$ cat config.mk
export PLATFORM = sky130hd
export DESIGN_NAME = fcd_decoder_flat
export DESIGN_NICKNAME = d
export VERILOG_FILES = /design/src/verilog/fcd_pkg.sv /design/src/verilog/fcd_bus_if.sv /design/src/verilog/fcd_decoder.sv /design/src/flat_wrapper.sv
export VERILOG_INCLUDE_DIRS = /design/src /design/src/verilog
export SDC_FILE = /design/constraint.sdc
export NUM_CORES = 1
export LEC_CHECK = 0
export CAP_MARGIN = 20
export CORE_ASPECT_RATIO = 1.4
export CORE_MARGIN = 2
export CORE_UTILIZATION = 40
export CTS_BUF_LIST = sky130_fd_sc_hd__clkbuf_2
export CTS_CLUSTER_DIAMETER = 40
export CTS_CLUSTER_SIZE = 8
export DETAILED_ROUTE_END_ITERATION = 16
export DONT_BUFFER_PORTS = 1
export PLACE_DENSITY = 0.57
export SETUP_SLACK_MARGIN = 0.5
export SLEW_MARGIN = 20
export SYNTH_ARGS = -nofsm -noshare
export SYNTH_HDL_FRONTEND = slang
export SYNTH_SLANG_ARGS = --single-unit
$ cat constraint.sdc
create_clock -name clk -period 2.71 [get_ports clk]
set_input_delay 0.542 -clock clk [delete_from_list [all_inputs] [get_ports clk]]
set_output_delay 0.542 -clock clk [all_outputs]
set_load 0.005 [all_outputs]
$ cat src/verilog/fcd_consts.svh
// Constants shared by the flash command decoder and its host end
`ifndef FCD_CONSTS_SVH
`define FCD_CONSTS_SVH
`define FCD_UNLOCK1_DATA 8'haa
`define FCD_UNLOCK2_DATA 8'h55
`define FCD_UNLOCK1_ADDR 12'h555
`define FCD_UNLOCK2_ADDR 12'haaa
`define FCD_CMD_ID 8'h90
`define FCD_CMD_PROG 8'ha0
`define FCD_CMD_ERASE 8'h80
`define FCD_CMD_SECT 8'h30
`define FCD_CMD_BULK 8'h10
`define FCD_CMD_SUSP 8'hb0
`define FCD_CMD_RESET 8'hf0
`define FCD_CMD_BYPASS 8'h20
`define FCD_CMD_BPEXIT 8'h00
`define FCD_ID_ADDR 12'h001
`define FCD_PROT_ADDR 12'h002
`define FCD_PROT_YES 8'h01
`define FCD_PROT_NO 8'h00
`define FCD_ADDR_BITS 12
`define FCD_SECT_ADD_US 80
`define FCD_CLK_MHZ 100
`define FCD_SECT_ADD_CYC (`FCD_SECT_ADD_US * `FCD_CLK_MHZ)
`define FCD_GAP_CYC 1000
`endif

$ cat src/verilog/fcd_pkg.sv
// Types of the flash command decoder
package fcd_pkg;
   typedef enum logic [3:0] {
      FCD_READ = 4'h0, FCD_UNL1 = 4'h1, FCD_UNL2 = 4'h3, FCD_PROG = 4'h2,
      FCD_ER1 = 4'h6, FCD_ER2 = 4'h7, FCD_ER3 = 4'h5, FCD_ADDQ = 4'h4,
      FCD_IDRD = 4'hc, FCD_BYP = 4'hd, FCD_BPPROG = 4'hf, FCD_BPEXIT = 4'he
   } fcd_state_e;
   typedef enum logic [2:0] {
      FCD_OP_NONE = 3'h0, FCD_OP_PROG = 3'h1, FCD_OP_SECT = 3'h2, FCD_OP_BULK = 3'h3,
      FCD_OP_SUSP = 3'h4, FCD_OP_RESUME = 3'h5
   } fcd_op_e;
endpackage

$ cat src/verilog/fcd_bus_if.sv
// Microcontroller bus between host and flash command decoder
`timescale 1ns/1ns
interface fcd_bus_if;
   logic writeStrobeN;
   logic readStrobeN;
   logic [15:0] addr;
   logic [7:0] wdata;
   logic [7:0] rdata;
   logic rdataOe;
   logic [15:0] mainSectorSelects;
   logic [3:0] bootSectorSelects;
   modport dev (input writeStrobeN, readStrobeN, addr, wdata, mainSectorSelects, bootSectorSelects,
      output rdata, rdataOe);
   modport host (output writeStrobeN, readStrobeN, addr, wdata, mainSectorSelects, bootSectorSelects,
      input rdata, rdataOe);
endinterface

$ cat src/verilog/fcd_decoder.sv
// Device end: flash command decoder for both banks
`timescale 1ns/1ns
`include "fcd_consts.svh"
// What this block does
// RQ1: Command writes decoded in sequence, not stored
// RQ2: Bad byte or gap timeout returns read; ID read and bypass idle (not its A0h/90h steps) ignore the gap timeout, bypass ignores bad bytes
// RQ3: Unlock AAh then 55h, data and address checked
// RQ4: Unlock addresses 555h then AAAh matched
// RQ5: Ignore A15-A12; drop writes without select
// RQ6: Main selects pick primary, boot secondary
// RQ7: Reset puts both banks in read
// RQ8: Host holds selects low, strobe high
// RQ9: Read mode reads array like ROM
// RQ10: F0h anywhere resets to read mode
// RQ11: 90h then read 01h gives identifier
// RQ12: Read 02h gives sector protection status
// RQ13: A0h then program write, address, data
// RQ14: Erase: 80h, unlock, 30h sector/10h bulk
// RQ15: Extra 30h sectors within 80 us
// RQ16: B0h suspends a running sector erase
// RQ17: 30h resumes only while suspended
// RQ18: 20h enters bypass; A0h plus data programs
// RQ19: 90h then 00h leaves bypass
// RQ20: Host never commands its own code bank
// RQ21: Error flag cleared only by reset
// RQ22: Gap timeout is a cycle parameter
module fcd_decoder #(
   parameter int GAP_CYC = `FCD_GAP_CYC,
   parameter int SECT_ADD_CYC = `FCD_SECT_ADD_CYC,
   parameter logic [7:0] ID_CODE = 8'h5a // Arbitrary identifier value
) (
   // Clock and reset
   input wire logic clk,
   input wire logic nrst,
   // Array side
   input wire logic [7:0] arrayData,
   input wire logic sectProtected,
   input wire logic opFail,
   input wire logic eraseBusy,
   // Operation output
   output fcd_pkg::fcd_op_e opCode,
   output logic opValid,
   output logic opBank,
   output logic [15:0] opAddr,
   output logic [7:0] opData,
   output logic errorFlag,
   output logic bankReadMode,
   // Bus
   fcd_bus_if.dev bus
);
   localparam logic [11:0] U1 = `FCD_UNLOCK1_ADDR;
   localparam logic [11:0] U2 = `FCD_UNLOCK2_ADDR;
   fcd_pkg::fcd_state_e st_r [2];
   logic [1:0] s1wr_r, s2wr_r, s1rd_r, s2rd_r, wr_r, rd_r;
   logic [15:0] a1_r, a2_r, pa_r;
   logic [7:0] w1_r, w2_r;
   logic [15:0] m1_r, m2_r;
   logic [3:0] b1_r, b2_r;
   logic [31:0] gap_r, add_r;
   logic [1:0] susp_r, erasing_r;
   logic wrFall, wrRise, mainSel, bootSel;
   fcd_pkg::fcd_op_e op_r;
   logic opv_r, opb_r, err_r, rm_r;
   logic [15:0] oa_r;
   logic [7:0] od_r, rdat_r;
   logic oe_r;
   // Bus synchronisers: two flip-flops before use
   always_ff @(posedge clk or negedge nrst) begin
      if (!nrst) begin
         s1wr_r <= 2'b11; s2wr_r <= 2'b11;
         s1rd_r <= 2'b11; s2rd_r <= 2'b11;
         a1_r <= 16'h0000; a2_r <= 16'h0000;
         w1_r <= 8'h00; w2_r <= 8'h00;
         m1_r <= 16'h0000; m2_r <= 16'h0000;
         b1_r <= 4'h0; b2_r <= 4'h0;
      end else begin
         s1wr_r <= {s1wr_r[0], bus.writeStrobeN}; s2wr_r <= {s2wr_r[0], s1wr_r[0]};
         s1rd_r <= {s1rd_r[0], bus.readStrobeN}; s2rd_r <= {s2rd_r[0], s1rd_r[0]};
         a1_r <= bus.addr; a2_r <= a1_r;
         w1_r <= bus.wdata; w2_r <= w1_r;
         m1_r <= bus.mainSectorSelects; m2_r <= m1_r;
         b1_r <= bus.bootSectorSelects; b2_r <= b1_r;
      end
   end
   assign wr_r = s2wr_r;
   assign rd_r = s2rd_r;
   assign wrFall = wr_r == 2'b10;
   assign wrRise = wr_r == 2'b01;
   assign mainSel = |m2_r; // see RQ6
   assign bootSel = |b2_r; // see RQ6
   function automatic logic isUnl(input logic [15:0] a, input logic [7:0] d, input logic second);
      // Only A11-A0 take part in matching
      isUnl = second ? (a[11:0] == U2 && d == `FCD_UNLOCK2_DATA) : (a[11:0] == U1 && d == `FCD_UNLOCK1_DATA); // see RQ3 see RQ4 see RQ5
   endfunction
   // Program address taken at the strobe's falling edge
   always_ff @(posedge clk or negedge nrst) begin
      if (!nrst) pa_r <= 16'h0000;
      else if (wrFall) pa_r <= a2_r; // see RQ13
   end
   // Per-bank sequence machines, stepped on the strobe's rising edge
   for (genvar b = 0; b < 2; b++) begin : g_bank
      logic hit;
      assign hit = wrRise && (b == 0 ? mainSel : bootSel); // see RQ5 see RQ6
      always_ff @(posedge clk or negedge nrst) begin
         if (!nrst) begin
            st_r[b] <= fcd_pkg::FCD_READ; // see RQ7 see RQ9
            susp_r[b] <= 1'b0;
            erasing_r[b] <= 1'b0;
         end else begin
            if (!eraseBusy || b != int'(opb_r)) erasing_r[b] <= erasing_r[b] && eraseBusy;
            if (hit && w2_r == `FCD_CMD_RESET) begin
               st_r[b] <= fcd_pkg::FCD_READ; // see RQ10
            end else if (hit) begin
               // Each write is a command byte, never an array store
               case (st_r[b]) // see RQ1
                  fcd_pkg::FCD_READ: begin
                     if (w2_r == `FCD_CMD_SUSP && erasing_r[b] && !susp_r[b]) susp_r[b] <= 1'b1; // see RQ16
                     else if (w2_r == `FCD_CMD_SECT && susp_r[b]) susp_r[b] <= 1'b0; // see RQ17
                     else if (isUnl(a2_r, w2_r, 1'b0)) st_r[b] <= fcd_pkg::FCD_UNL1;
                  end
                  fcd_pkg::FCD_UNL1: st_r[b] <= isUnl(a2_r, w2_r, 1'b1) ? fcd_pkg::FCD_UNL2 : fcd_pkg::FCD_READ; // see RQ2
                  fcd_pkg::FCD_UNL2: begin
                     if (a2_r[11:0] != U1) st_r[b] <= fcd_pkg::FCD_READ;
                     else if (w2_r == `FCD_CMD_ID && b == 0) st_r[b] <= fcd_pkg::FCD_IDRD; // see RQ11
                     else if (w2_r == `FCD_CMD_PROG) st_r[b] <= fcd_pkg::FCD_PROG;
                     else if (w2_r == `FCD_CMD_ERASE && !susp_r[b]) st_r[b] <= fcd_pkg::FCD_ER1;
                     else if (w2_r == `FCD_CMD_BYPASS) st_r[b] <= fcd_pkg::FCD_BYP; // see RQ18
                     else st_r[b] <= fcd_pkg::FCD_READ; // see RQ2
                  end
                  fcd_pkg::FCD_PROG: st_r[b] <= fcd_pkg::FCD_READ;
                  fcd_pkg::FCD_ER1: st_r[b] <= isUnl(a2_r, w2_r, 1'b0) ? fcd_pkg::FCD_ER2 : fcd_pkg::FCD_READ;
                  fcd_pkg::FCD_ER2: st_r[b] <= isUnl(a2_r, w2_r, 1'b1) ? fcd_pkg::FCD_ER3 : fcd_pkg::FCD_READ;
                  fcd_pkg::FCD_ER3: begin
                     if (w2_r == `FCD_CMD_SECT) begin
                        st_r[b] <= fcd_pkg::FCD_ADDQ; // see RQ14
                        erasing_r[b] <= 1'b1;
                     end else st_r[b] <= fcd_pkg::FCD_READ;
                  end
                  fcd_pkg::FCD_ADDQ: st_r[b] <= (w2_r == `FCD_CMD_SECT) ? fcd_pkg::FCD_ADDQ : fcd_pkg::FCD_READ;
                  fcd_pkg::FCD_IDRD: st_r[b] <= fcd_pkg::FCD_READ;
                  fcd_pkg::FCD_BYP: begin
                     if (w2_r == `FCD_CMD_PROG) st_r[b] <= fcd_pkg::FCD_BPPROG;
                     else if (w2_r == `FCD_CMD_ID) st_r[b] <= fcd_pkg::FCD_BPEXIT; // see RQ19
                  end
                  fcd_pkg::FCD_BPPROG: st_r[b] <= fcd_pkg::FCD_BYP;
                  fcd_pkg::FCD_BPEXIT: st_r[b] <= (w2_r == `FCD_CMD_BPEXIT) ? fcd_pkg::FCD_READ : fcd_pkg::FCD_BYP;
                  default: st_r[b] <= fcd_pkg::FCD_READ;
               endcase
            end else if (st_r[b] == fcd_pkg::FCD_ADDQ && add_r >= 32'(SECT_ADD_CYC)) begin
               st_r[b] <= fcd_pkg::FCD_READ; // see RQ15
            end else if (gap_r >= 32'(GAP_CYC) && st_r[b] != fcd_pkg::FCD_READ && st_r[b] != fcd_pkg::FCD_IDRD
                  && st_r[b] != fcd_pkg::FCD_BYP && st_r[b] != fcd_pkg::FCD_ADDQ) begin
               st_r[b] <= fcd_pkg::FCD_READ; // see RQ2 see RQ22
            end
         end
      end
   end
   // Inter-byte gap and sector-queue windows, restarted by any selected write
   always_ff @(posedge clk or negedge nrst) begin
      if (!nrst) begin
         gap_r <= 32'h0;
         add_r <= 32'h0;
      end else begin
         gap_r <= (wrRise && (mainSel || bootSel)) ? 32'h0 : (gap_r == 32'hffffffff ? gap_r : gap_r + 32'h1);
         add_r <= (wrRise && (mainSel || bootSel)) ? 32'h0 : (add_r == 32'hffffffff ? add_r : add_r + 32'h1);
      end
   end
   // Operation launch, one-cycle pulse
   always_ff @(posedge clk or negedge nrst) begin
      if (!nrst) begin
         op_r <= fcd_pkg::FCD_OP_NONE;
         opv_r <= 1'b0;
         opb_r <= 1'b0;
         oa_r <= 16'h0000;
         od_r <= 8'h00;
      end else begin
         opv_r <= 1'b0;
         if (wrRise && (mainSel || bootSel)) begin
            logic bb;
            fcd_pkg::fcd_state_e s;
            bb = bootSel && !mainSel;
            s = st_r[bb];
            opb_r <= bb;
            oa_r <= pa_r;
            od_r <= w2_r; // see RQ13
            if (s == fcd_pkg::FCD_PROG || s == fcd_pkg::FCD_BPPROG) begin
               op_r <= fcd_pkg::FCD_OP_PROG; opv_r <= 1'b1;
            end else if ((s == fcd_pkg::FCD_ER3 || s == fcd_pkg::FCD_ADDQ) && w2_r == `FCD_CMD_SECT) begin
               op_r <= fcd_pkg::FCD_OP_SECT; opv_r <= 1'b1; // see RQ14 see RQ15
            end else if (s == fcd_pkg::FCD_ER3 && w2_r == `FCD_CMD_BULK && a2_r[11:0] == U1) begin
               op_r <= fcd_pkg::FCD_OP_BULK; opv_r <= 1'b1;
            end else if (s == fcd_pkg::FCD_READ && w2_r == `FCD_CMD_SUSP && erasing_r[bb] && !susp_r[bb]) begin
               op_r <= fcd_pkg::FCD_OP_SUSP; opv_r <= 1'b1;
            end else if (s == fcd_pkg::FCD_READ && w2_r == `FCD_CMD_SECT && susp_r[bb]) begin
               op_r <= fcd_pkg::FCD_OP_RESUME; opv_r <= 1'b1;
            end
         end
      end
   end
   // Error flag: set by failure, cleared only by reset command; set wins
   always_ff @(posedge clk or negedge nrst) begin
      if (!nrst) err_r <= 1'b0;
      else if (opFail) err_r <= 1'b1;
      else if (wrRise && (mainSel || bootSel) && w2_r == `FCD_CMD_RESET) err_r <= 1'b0; // see RQ21
   end
   // Read path: identifier, protection status, else array contents
   always_ff @(posedge clk or negedge nrst) begin
      if (!nrst) begin
         rdat_r <= 8'h00;
         oe_r <= 1'b0;
         rm_r <= 1'b1;
      end else begin
         rm_r <= st_r[0] == fcd_pkg::FCD_READ && st_r[1] == fcd_pkg::FCD_READ;
         oe_r <= !rd_r[0] && (mainSel || bootSel);
         if (st_r[bootSel && !mainSel] == fcd_pkg::FCD_IDRD) begin
            if (a2_r[11:0] == `FCD_ID_ADDR && mainSel) rdat_r <= ID_CODE; // see RQ11
            else if (a2_r[7:0] == 8'(`FCD_PROT_ADDR)) rdat_r <= sectProtected ? `FCD_PROT_YES : `FCD_PROT_NO; // see RQ12
            else rdat_r <= arrayData;
         end else rdat_r <= arrayData; // see RQ9
      end
   end
   assign bus.rdata = rdat_r;
   assign bus.rdataOe = oe_r;
   assign opCode = op_r;
   assign opValid = opv_r;
   assign opBank = opb_r;
   assign opAddr = oa_r;
   assign opData = od_r;
   assign errorFlag = err_r;
   assign bankReadMode = rm_r;
endmodule

$ cat src/flat_wrapper.sv
// flat-port wrapper written by rule: the top's interface ports become plain ports
module fcd_decoder_flat 
#(
   parameter int GAP_CYC = `FCD_GAP_CYC,
   parameter int SECT_ADD_CYC = `FCD_SECT_ADD_CYC,
   parameter logic [7:0] ID_CODE = 8'h5a                              
)
  (clk, nrst, arrayData, sectProtected, opFail, eraseBusy, opCode, opValid, opBank, opAddr, opData, errorFlag, bankReadMode, bus_writeStrobeN, bus_readStrobeN, bus_addr, bus_wdata, bus_mainSectorSelects, bus_bootSectorSelects, bus_rdata, bus_rdataOe);
  fcd_bus_if bus_i ();
  input wire logic clk;
  input wire logic nrst;
  input wire logic [7:0] arrayData;
  input wire logic sectProtected;
  input wire logic opFail;
  input wire logic eraseBusy;
  output fcd_pkg::fcd_op_e opCode;
  output logic opValid;
  output logic opBank;
  output logic [15:0] opAddr;
  output logic [7:0] opData;
  output logic errorFlag;
  output logic bankReadMode;
  input wire logic [$bits(bus_i.writeStrobeN)-1:0] bus_writeStrobeN;
  input wire logic [$bits(bus_i.readStrobeN)-1:0] bus_readStrobeN;
  input wire logic [$bits(bus_i.addr)-1:0] bus_addr;
  input wire logic [$bits(bus_i.wdata)-1:0] bus_wdata;
  input wire logic [$bits(bus_i.mainSectorSelects)-1:0] bus_mainSectorSelects;
  input wire logic [$bits(bus_i.bootSectorSelects)-1:0] bus_bootSectorSelects;
  output wire logic [$bits(bus_i.rdata)-1:0] bus_rdata;
  output wire logic [$bits(bus_i.rdataOe)-1:0] bus_rdataOe;
  assign bus_i.writeStrobeN = bus_writeStrobeN;
  assign bus_i.readStrobeN = bus_readStrobeN;
  assign bus_i.addr = bus_addr;
  assign bus_i.wdata = bus_wdata;
  assign bus_i.mainSectorSelects = bus_mainSectorSelects;
  assign bus_i.bootSectorSelects = bus_bootSectorSelects;
  assign bus_rdata = bus_i.rdata;
  assign bus_rdataOe = bus_i.rdataOe;
  fcd_decoder #(.GAP_CYC(GAP_CYC), .SECT_ADD_CYC(SECT_ADD_CYC), .ID_CODE(ID_CODE)) u_core (.clk(clk), .nrst(nrst), .arrayData(arrayData), .sectProtected(sectProtected), .opFail(opFail), .eraseBusy(eraseBusy), .opCode(opCode), .opValid(opValid), .opBank(opBank), .opAddr(opAddr), .opData(opData), .errorFlag(errorFlag), .bankReadMode(bankReadMode), .bus(bus_i));
endmodule
# Yosys cells after proc, flatten, opt, wreduce, memory -nomap -nowiden

Index checks and enable logic that the tools add are counted.

Register bits: 225
Memories: 0
Latch bits: 0
Bits in read-only memories: 0
Output and inout port bits: 40
Memory bits (writable): 0
Logic and storage cells: 242
Bits of input ports: 59

Magnitude comparators: 4
Reduce and logical (&&, ||, !) cells: 72
Multiply operators: 0
Equality and inequality tests: 58
Bitwise logic cells: 4
$add $sub $neg: 2
Divide/modulo/power cells: 0
Shift-type cells: 0
Mux-type cells: 72

Operator list:

| cell                                                                                  | count |
|---|---|
| 32-bit two-way mux                                                                    | 4 |
| 4-bit two-way mux                                                                     | 27 |
| 4-bit one-hot mux with 9 select lines                                                 | 2 |
| 32-bit by 1-bit adder with 32-bit output, second input constant                       | 2 |
| 32-bit == test, second input constant                                                 | 2 |
| 8-bit == test, second input constant                                                  | 6 |
| 4-bit by 3-bit == test with 1-bit output, second input constant                       | 10 |
| 1-bit logical AND                                                                     | 40 |
| 4-bit inequality test, second input constant                                          | 10 |
| 4-bit == test, second input constant                                                  | 8 |
| 32-bit by 10-bit greater-or-equal comparator with 1-bit output, second input constant | 1 |
| 32-bit by 13-bit greater-or-equal comparator with 1-bit output, second input constant | 1 |
| 1-bit two-way mux                                                                     | 27 |
| 3-bit two-way mux                                                                     | 8 |
| 8-bit two-way mux                                                                     | 3 |
| 8-bit by 6-bit == test with 1-bit output, second input constant                       | 2 |
| 4-bit nonzero test                                                                    | 4 |
| 16-bit OR reduction                                                                   | 1 |
| 12-bit by 1-bit == test with 1-bit output, second input constant                      | 1 |
| 12-bit by 11-bit == test with 1-bit output, second input constant                     | 1 |
| 12-bit == test, second input constant                                                 | 1 |
| 4-bit by 2-bit == test with 1-bit output, second input constant                       | 3 |
| 4-bit logical NOT                                                                     | 3 |
| 12-bit by 11-bit inequality test with 1-bit output, second input constant             | 1 |
| 24 further kinds                                                                      | 44 |

# Longest topological paths before layout

Depth in word-level cells: 16
Mapped depth: 8
Mapped depth without buffers: 7

# Worst setup path after synthesis

OpenSTA, ideal clock, no wires.

Path kind: register to register
Start point: register u_core.a2_r[1]
End point: register u_core.st_r[4] in the netlist's numbering
Cell stages (with the launch flop): 8
Arrival time: 2.594 ns
Library setup time: 0.125 ns
Path buffers: 1
Setup slack: -0.009 ns
Data required time: 2.585 ns
Period minus slack after synthesis: 2.719 ns
Path through: dfrtp_1 or4b_1 or4_4 buf_6 or4_4 a22oi_2 o32ai_1 mux2_2

Cells in the longest elaborated chain, start to end: 6
Elaborated cells on any way between the ends: 14
Those cells by class: eq/ne (4); mux (7); reduce/logical (3)

Ends and longest elaborated chain:

| what                                                                                | line               | source |
|---|---|---|
| from (decl)                                                                         | fcd_decoder.sv:55  | `logic [15:0] a1_r, a2_r, pa_r;` |
| from (signal assigned)                                                              | fcd_decoder.sv:79  | `a1_r <= bus.addr; a2_r <= a1_r;` |
| 12-bit == test / 12-bit by 11-bit == test with 1-bit output (equally long branches) | n/a                |  |
| 1-bit logical AND (no source line)                                                  | n/a                |  |
| 3-bit two-way mux (tied with other cells)                                           | fcd_decoder.sv:132 | `fcd_pkg::FCD_ER2: st_r[b] <= isUnl(a2_r, w2_r, 1'b1) ? fcd_pkg::FCD_ER3 : fcd_pkg::FCD_READ;` |
| 4-bit one-hot mux with 9 select lines                                               | fcd_decoder.sv:115 | `case (st_r[b])` |
| 4-bit two-way mux                                                                   | fcd_decoder.sv:113 | `end else if (hit) begin` |
| 4-bit two-way mux                                                                   | fcd_decoder.sv:111 | `` if (hit && w2_r == `FCD_CMD_RESET) begin `` |
| to (signal, indexed assignment)                                                     | fcd_decoder.sv:112 | `st_r[b] <= fcd_pkg::FCD_READ;` |
| to (signal, indexed assignment)                                                     | fcd_decoder.sv:131 | `fcd_pkg::FCD_ER1: st_r[b] <= isUnl(a2_r, w2_r, 1'b0) ? fcd_pkg::FCD_ER2 : fcd_pkg::FCD_READ;` |
| to (signal, indexed assignment)                                                     | fcd_decoder.sv:132 |  |
| to (decl)                                                                           | fcd_decoder.sv:53  | `fcd_pkg::fcd_state_e st_r [2];` |

Several ways; a longest one is shown, not always the timed one.
A chain may end at the register's enable or synchronous reset.

# Worst setup path in the final report

Start point: register u_core.a2_r[11]
End point: register u_core.op_r[0], in the netlist u_core.opCode[0]

Cells in the longest elaborated chain, start to end: 5
Elaborated cells on any way between the ends: 7
Those cells by class: eq/ne (1); mux (3); reduce/logical (3)

Ends and longest elaborated chain:

| what                                         | line               | source |
|---|---|---|
| 12-bit by 11-bit == test with 1-bit output * | fcd_decoder.sv:190 | `` end else if (s == fcd_pkg::FCD_ER3 && w2_r == `FCD_CMD_BULK && a2_r[11:0] == U1) begin `` |
| 1-bit logical AND *                          | fcd_decoder.sv:190 |  |
| 3-bit two-way mux                            | fcd_decoder.sv:190 |  |
| 3-bit two-way mux                            | fcd_decoder.sv:188 | `` end else if ((s == fcd_pkg::FCD_ER3 \|\| s == fcd_pkg::FCD_ADDQ) && w2_r == `FCD_CMD_SECT) begin `` |
| 3-bit two-way mux                            | fcd_decoder.sv:186 | `if (s == fcd_pkg::FCD_PROG \|\| s == fcd_pkg::FCD_BPPROG) begin` |
| to (signal assigned)                         | fcd_decoder.sv:171 | `op_r <= fcd_pkg::FCD_OP_NONE;` |
| to (decl)                                    | fcd_decoder.sv:62  | `fcd_pkg::fcd_op_e op_r;` |

Mark *: on every way between the ends. The rest lies on a longest branch, timed or not.

==> results.sh <==
export IMPL_leakage_nw=4.80
export IMPL_cts_tree="built"
export IMPL_yosysSeqAreaShare_pct=61.0
export IMPL_final_seq_area_mm2=0.00565
export IMPL_violations="negative hold slack, negative setup slack"
export IMPL_syn_nets=866
export IMPL_min_period_ps=2810
export IMPL_hold_path_class="in -> async"
export IMPL_multi_input_area_mm2=0.00382
export IMPL_cts_root_buf="clkbuf_2"
export IMPL_io_buffers=0
export IMPL_placed_area_mm2=0.00982
export IMPL_synth_area_leaders="dfrtp_1, mux2_2, nor2_1, xor2_1, nand2_1"
export IMPL_synth_compound_area_share_pct=6.85
export IMPL_cap_violations=0
export IMPL_vdd_ir_drop_max_uv=306
export IMPL_async_reset_ff_share_pct=100
export IMPL_cpLargestDelayFamily="simple AND/OR/NAND/NOR gates"
export IMPL_cp_cell_sequence="or4b_4, or4_4, buf_4, buf_4, o32ai_1, o211a_1, nand2b_4, mux2i_1"
export IMPL_synthesis_instances=803
export IMPL_reg2reg_slack_ps=-100
export IMPL_drt_first_pass_iters=4
export IMPL_clock_latency_ps=770
export IMPL_syn_area_mm2=0.00924
export IMPL_hold_viol=225
export IMPL_antenna_left=0
export IMPL_fin_util_pct=50.1
export IMPL_ys_warn_count=0
export IMPL_overflow=0
export IMPL_worst_pin_slew_ps=596
export IMPL_via_count=6579
export IMPL_via_per_inst=5.27
export IMPL_fin_area_mm2=0.0113
export IMPL_crit_arrival_ps=3480
export IMPL_clock_path_buffers=3
export IMPL_grt_start_max_net_pins=226
export IMPL_cp_num_buf_inv=2
export IMPL_grt_pass1_vias=6586
export IMPL_final_max_slew_violation_count=0
export IMPL_end_kind="flop"
export IMPL_io_pins=99
export IMPL_drive_gt1_share_pct=24.8
export IMPL_synth_edf_count=0
export IMPL_cts_sinks=225
export IMPL_path_max_fanout=3
export IMPL_area_growth_pct=22.5
export IMPL_cts_made_buffers=37
export IMPL_hold_ws_ps=-558
export IMPL_fin_crit_sh_pct=104
export IMPL_synth_main_ff_cell="dfrtp_1"
export IMPL_synth_avg_cell_area_um2=11.5
export IMPL_status="finished with violations"
export IMPL_clock_skew_ps=81.4
export IMPL_hold_buffers=57
export IMPL_rows=65
export IMPL_final_nets=990
export IMPL_htreeDepth=2
export IMPL_initial_core_util_pct=40.9
export IMPL_die_w_um=132
export IMPL_synth_xor_area_share_pct=5.21
export IMPL_final_cells=1249
export IMPL_core_area_mm2=0.0226
export IMPL_drt_iter0_markers=421
export IMPL_wl_um=22200
export IMPL_critPathMaxStageDelay_ps=560
export IMPL_synth_top_family_by_area="simple AND/OR/NAND/NOR gates"
export IMPL_synth_simple_gate_area_share_pct=18.4
export IMPL_grt_first_pass_wirelength_um=34300
export IMPL_n_fill_cell=2071
export IMPL_hpwl_um=14200
export IMPL_crit_type="reg -> reg"
export IMPL_place_gp_congestion=0.899
export IMPL_synth_fa_ha_area_share_pct=0.542
export IMPL_routedWlPerCell_um=17.7
export IMPL_netlist_top_cells_count="dfrtp_1, nor2_1, nand2_1"
export IMPL_synth_top_area_cell="dfrtp_1"
export IMPL_relSlewSlack_pct=59.7
export IMPL_crit_path_frequent_cell="buf_4"
export IMPL_dpl_worst_slack_ps=-71.4
export IMPL_antenna_found_initial=1
export IMPL_ys_ff_latch=225
export IMPL_pwr_density_cell_mw_per_mm2=546
export IMPL_finalSetupViolations=9
export IMPL_place_inst=1109
export IMPL_dieArea_mm2=0.0243
export IMPL_synth_top_area_share_pct=59.3
export IMPL_crit_path_start_kind="flop"
export IMPL_drc=0
export IMPL_rsz0062_at_grt="yes"
export IMPL_worst_slack_ps=-101
export IMPL_die_height_um=184
export IMPL_fmax_mhz=356
export IMPL_synth_mux_area_share_pct=5.89
export IMPL_synth_most_common_cell="dfrtp_1"
export IMPL_worst_path_max_delay_cell="or4_4"
export IMPL_cp_required_ps=3380
export IMPL_grt_usage_pct=17.7
export IMPL_clkSlewWorstSetupHoldPaths_ps=160
export IMPL_yosys_cell_types_count=63
==> area by class of cell <==
type                       instances  share of cell area, %
clock buffer                      49                   2.17
sequential                       225                   49.9
inverter                          21                  0.696
multi-input combinational        529                   33.7
tap                              301                   3.33
antenna                            1                 0.0221
timing repair buffer             113                   9.20
clock inverter                    10                  0.983
==> logic make-up (layout without fill, tap and decap cells) <==
logic type,Yosys count,count (layout)
flip-flops,225,225
adder cells (fa/ha/maj),4,4
XOR/XNOR,55,55
other,0,1
AND/OR/NAND/NOR,328,328
buffers and inverters,50,193
multiplexers,49,49
AO/OA/AOI/OAI,92,93
==> registers in the layout (all words and copies together) (netlist names), 16 cells and up <==
signal         cells
u_core.a2_r       16
u_core.a1_r       16
u_core.m1_r       16
u_core.m2_r       16
u_core.opAddr     16
u_core.pa_r       16
u_core.gap_r      32
u_core.add_r      32
==> repair_timing <==
item                                    in CTS  in global routing
cloned                                       1                  2
setup buffers                                6                 14
hold endpoints to repair                   282                225
endpoints found under the setup margin      89                103
pin swaps                                   12                 36
resized for setup                           22                 56
==> per-stage QoR <==
stage          setup TNS [ps]  total power, W  hold WS, ps
5_1_grt                 -1900         0.00653         -640
4_1_cts                  -374         0.00626         -633
3_3_place_gp                0         0.00421          255
3_5_place_dp             -251         0.00423          253
2_1_floorplan               0         0.00408          246
6_report                 -627         0.00619         -558
==> routing by layer <==
| metal | routed length [um] | global-route usage, % |
|---|---|---|
| met1 | 8920 | 21.1 |
| met2 | 11500 | 30.8 |
| met3 | 882 | 3.45 |
| met4 | 857 | 8.47 |
| met5 | 0 | 0 |
==> final timing paths <==
check	cells after the start	end	from
setup / recovery	8	u_core.opCode[0]	u_core.a2_r[11]
hold / removal	0	u_core.gap_r[1]	nrst
setup reg to reg	8	u_core.opCode[0]	u_core.a2_r[11]
hold reg to reg	0	u_core.w2_r[2]	u_core.w1_r[2]
max in group asynchronous	0	u_core.st_r[3]	nrst
min in group clk	1	u_core.w1_r[4]	bus_wdata[4]
==> placed cells by master, fill, tap and decap left out, types with 15 or more instances in the layout <==
master	synthesis	final
nor4_1	30	24
nand2_1	59	53
dlygate4sd3_1	0	57
clkbuf_2	0	49
nor2_1	87	84
a21oi_1	21	17
mux2_2	43	43
nand4_1	20	20
buf_4	0	49
nor3_1	20	15
xor2_1	36	36
xnor2_1	19	19
dfrtp_1	219	213
inv_1	21	21
nand3_1	38	33
o21ai_0	22	22
==> power breakdown <==
part           internal (W)  switching, W  total [W]
Combinational      0.000271      0.000223   0.000494
Clock              0.000691       0.00120    0.00189
Sequential          0.00360      0.000199    0.00380
Total               0.00456       0.00162    0.00619
(Power assumes the default switching activity.)
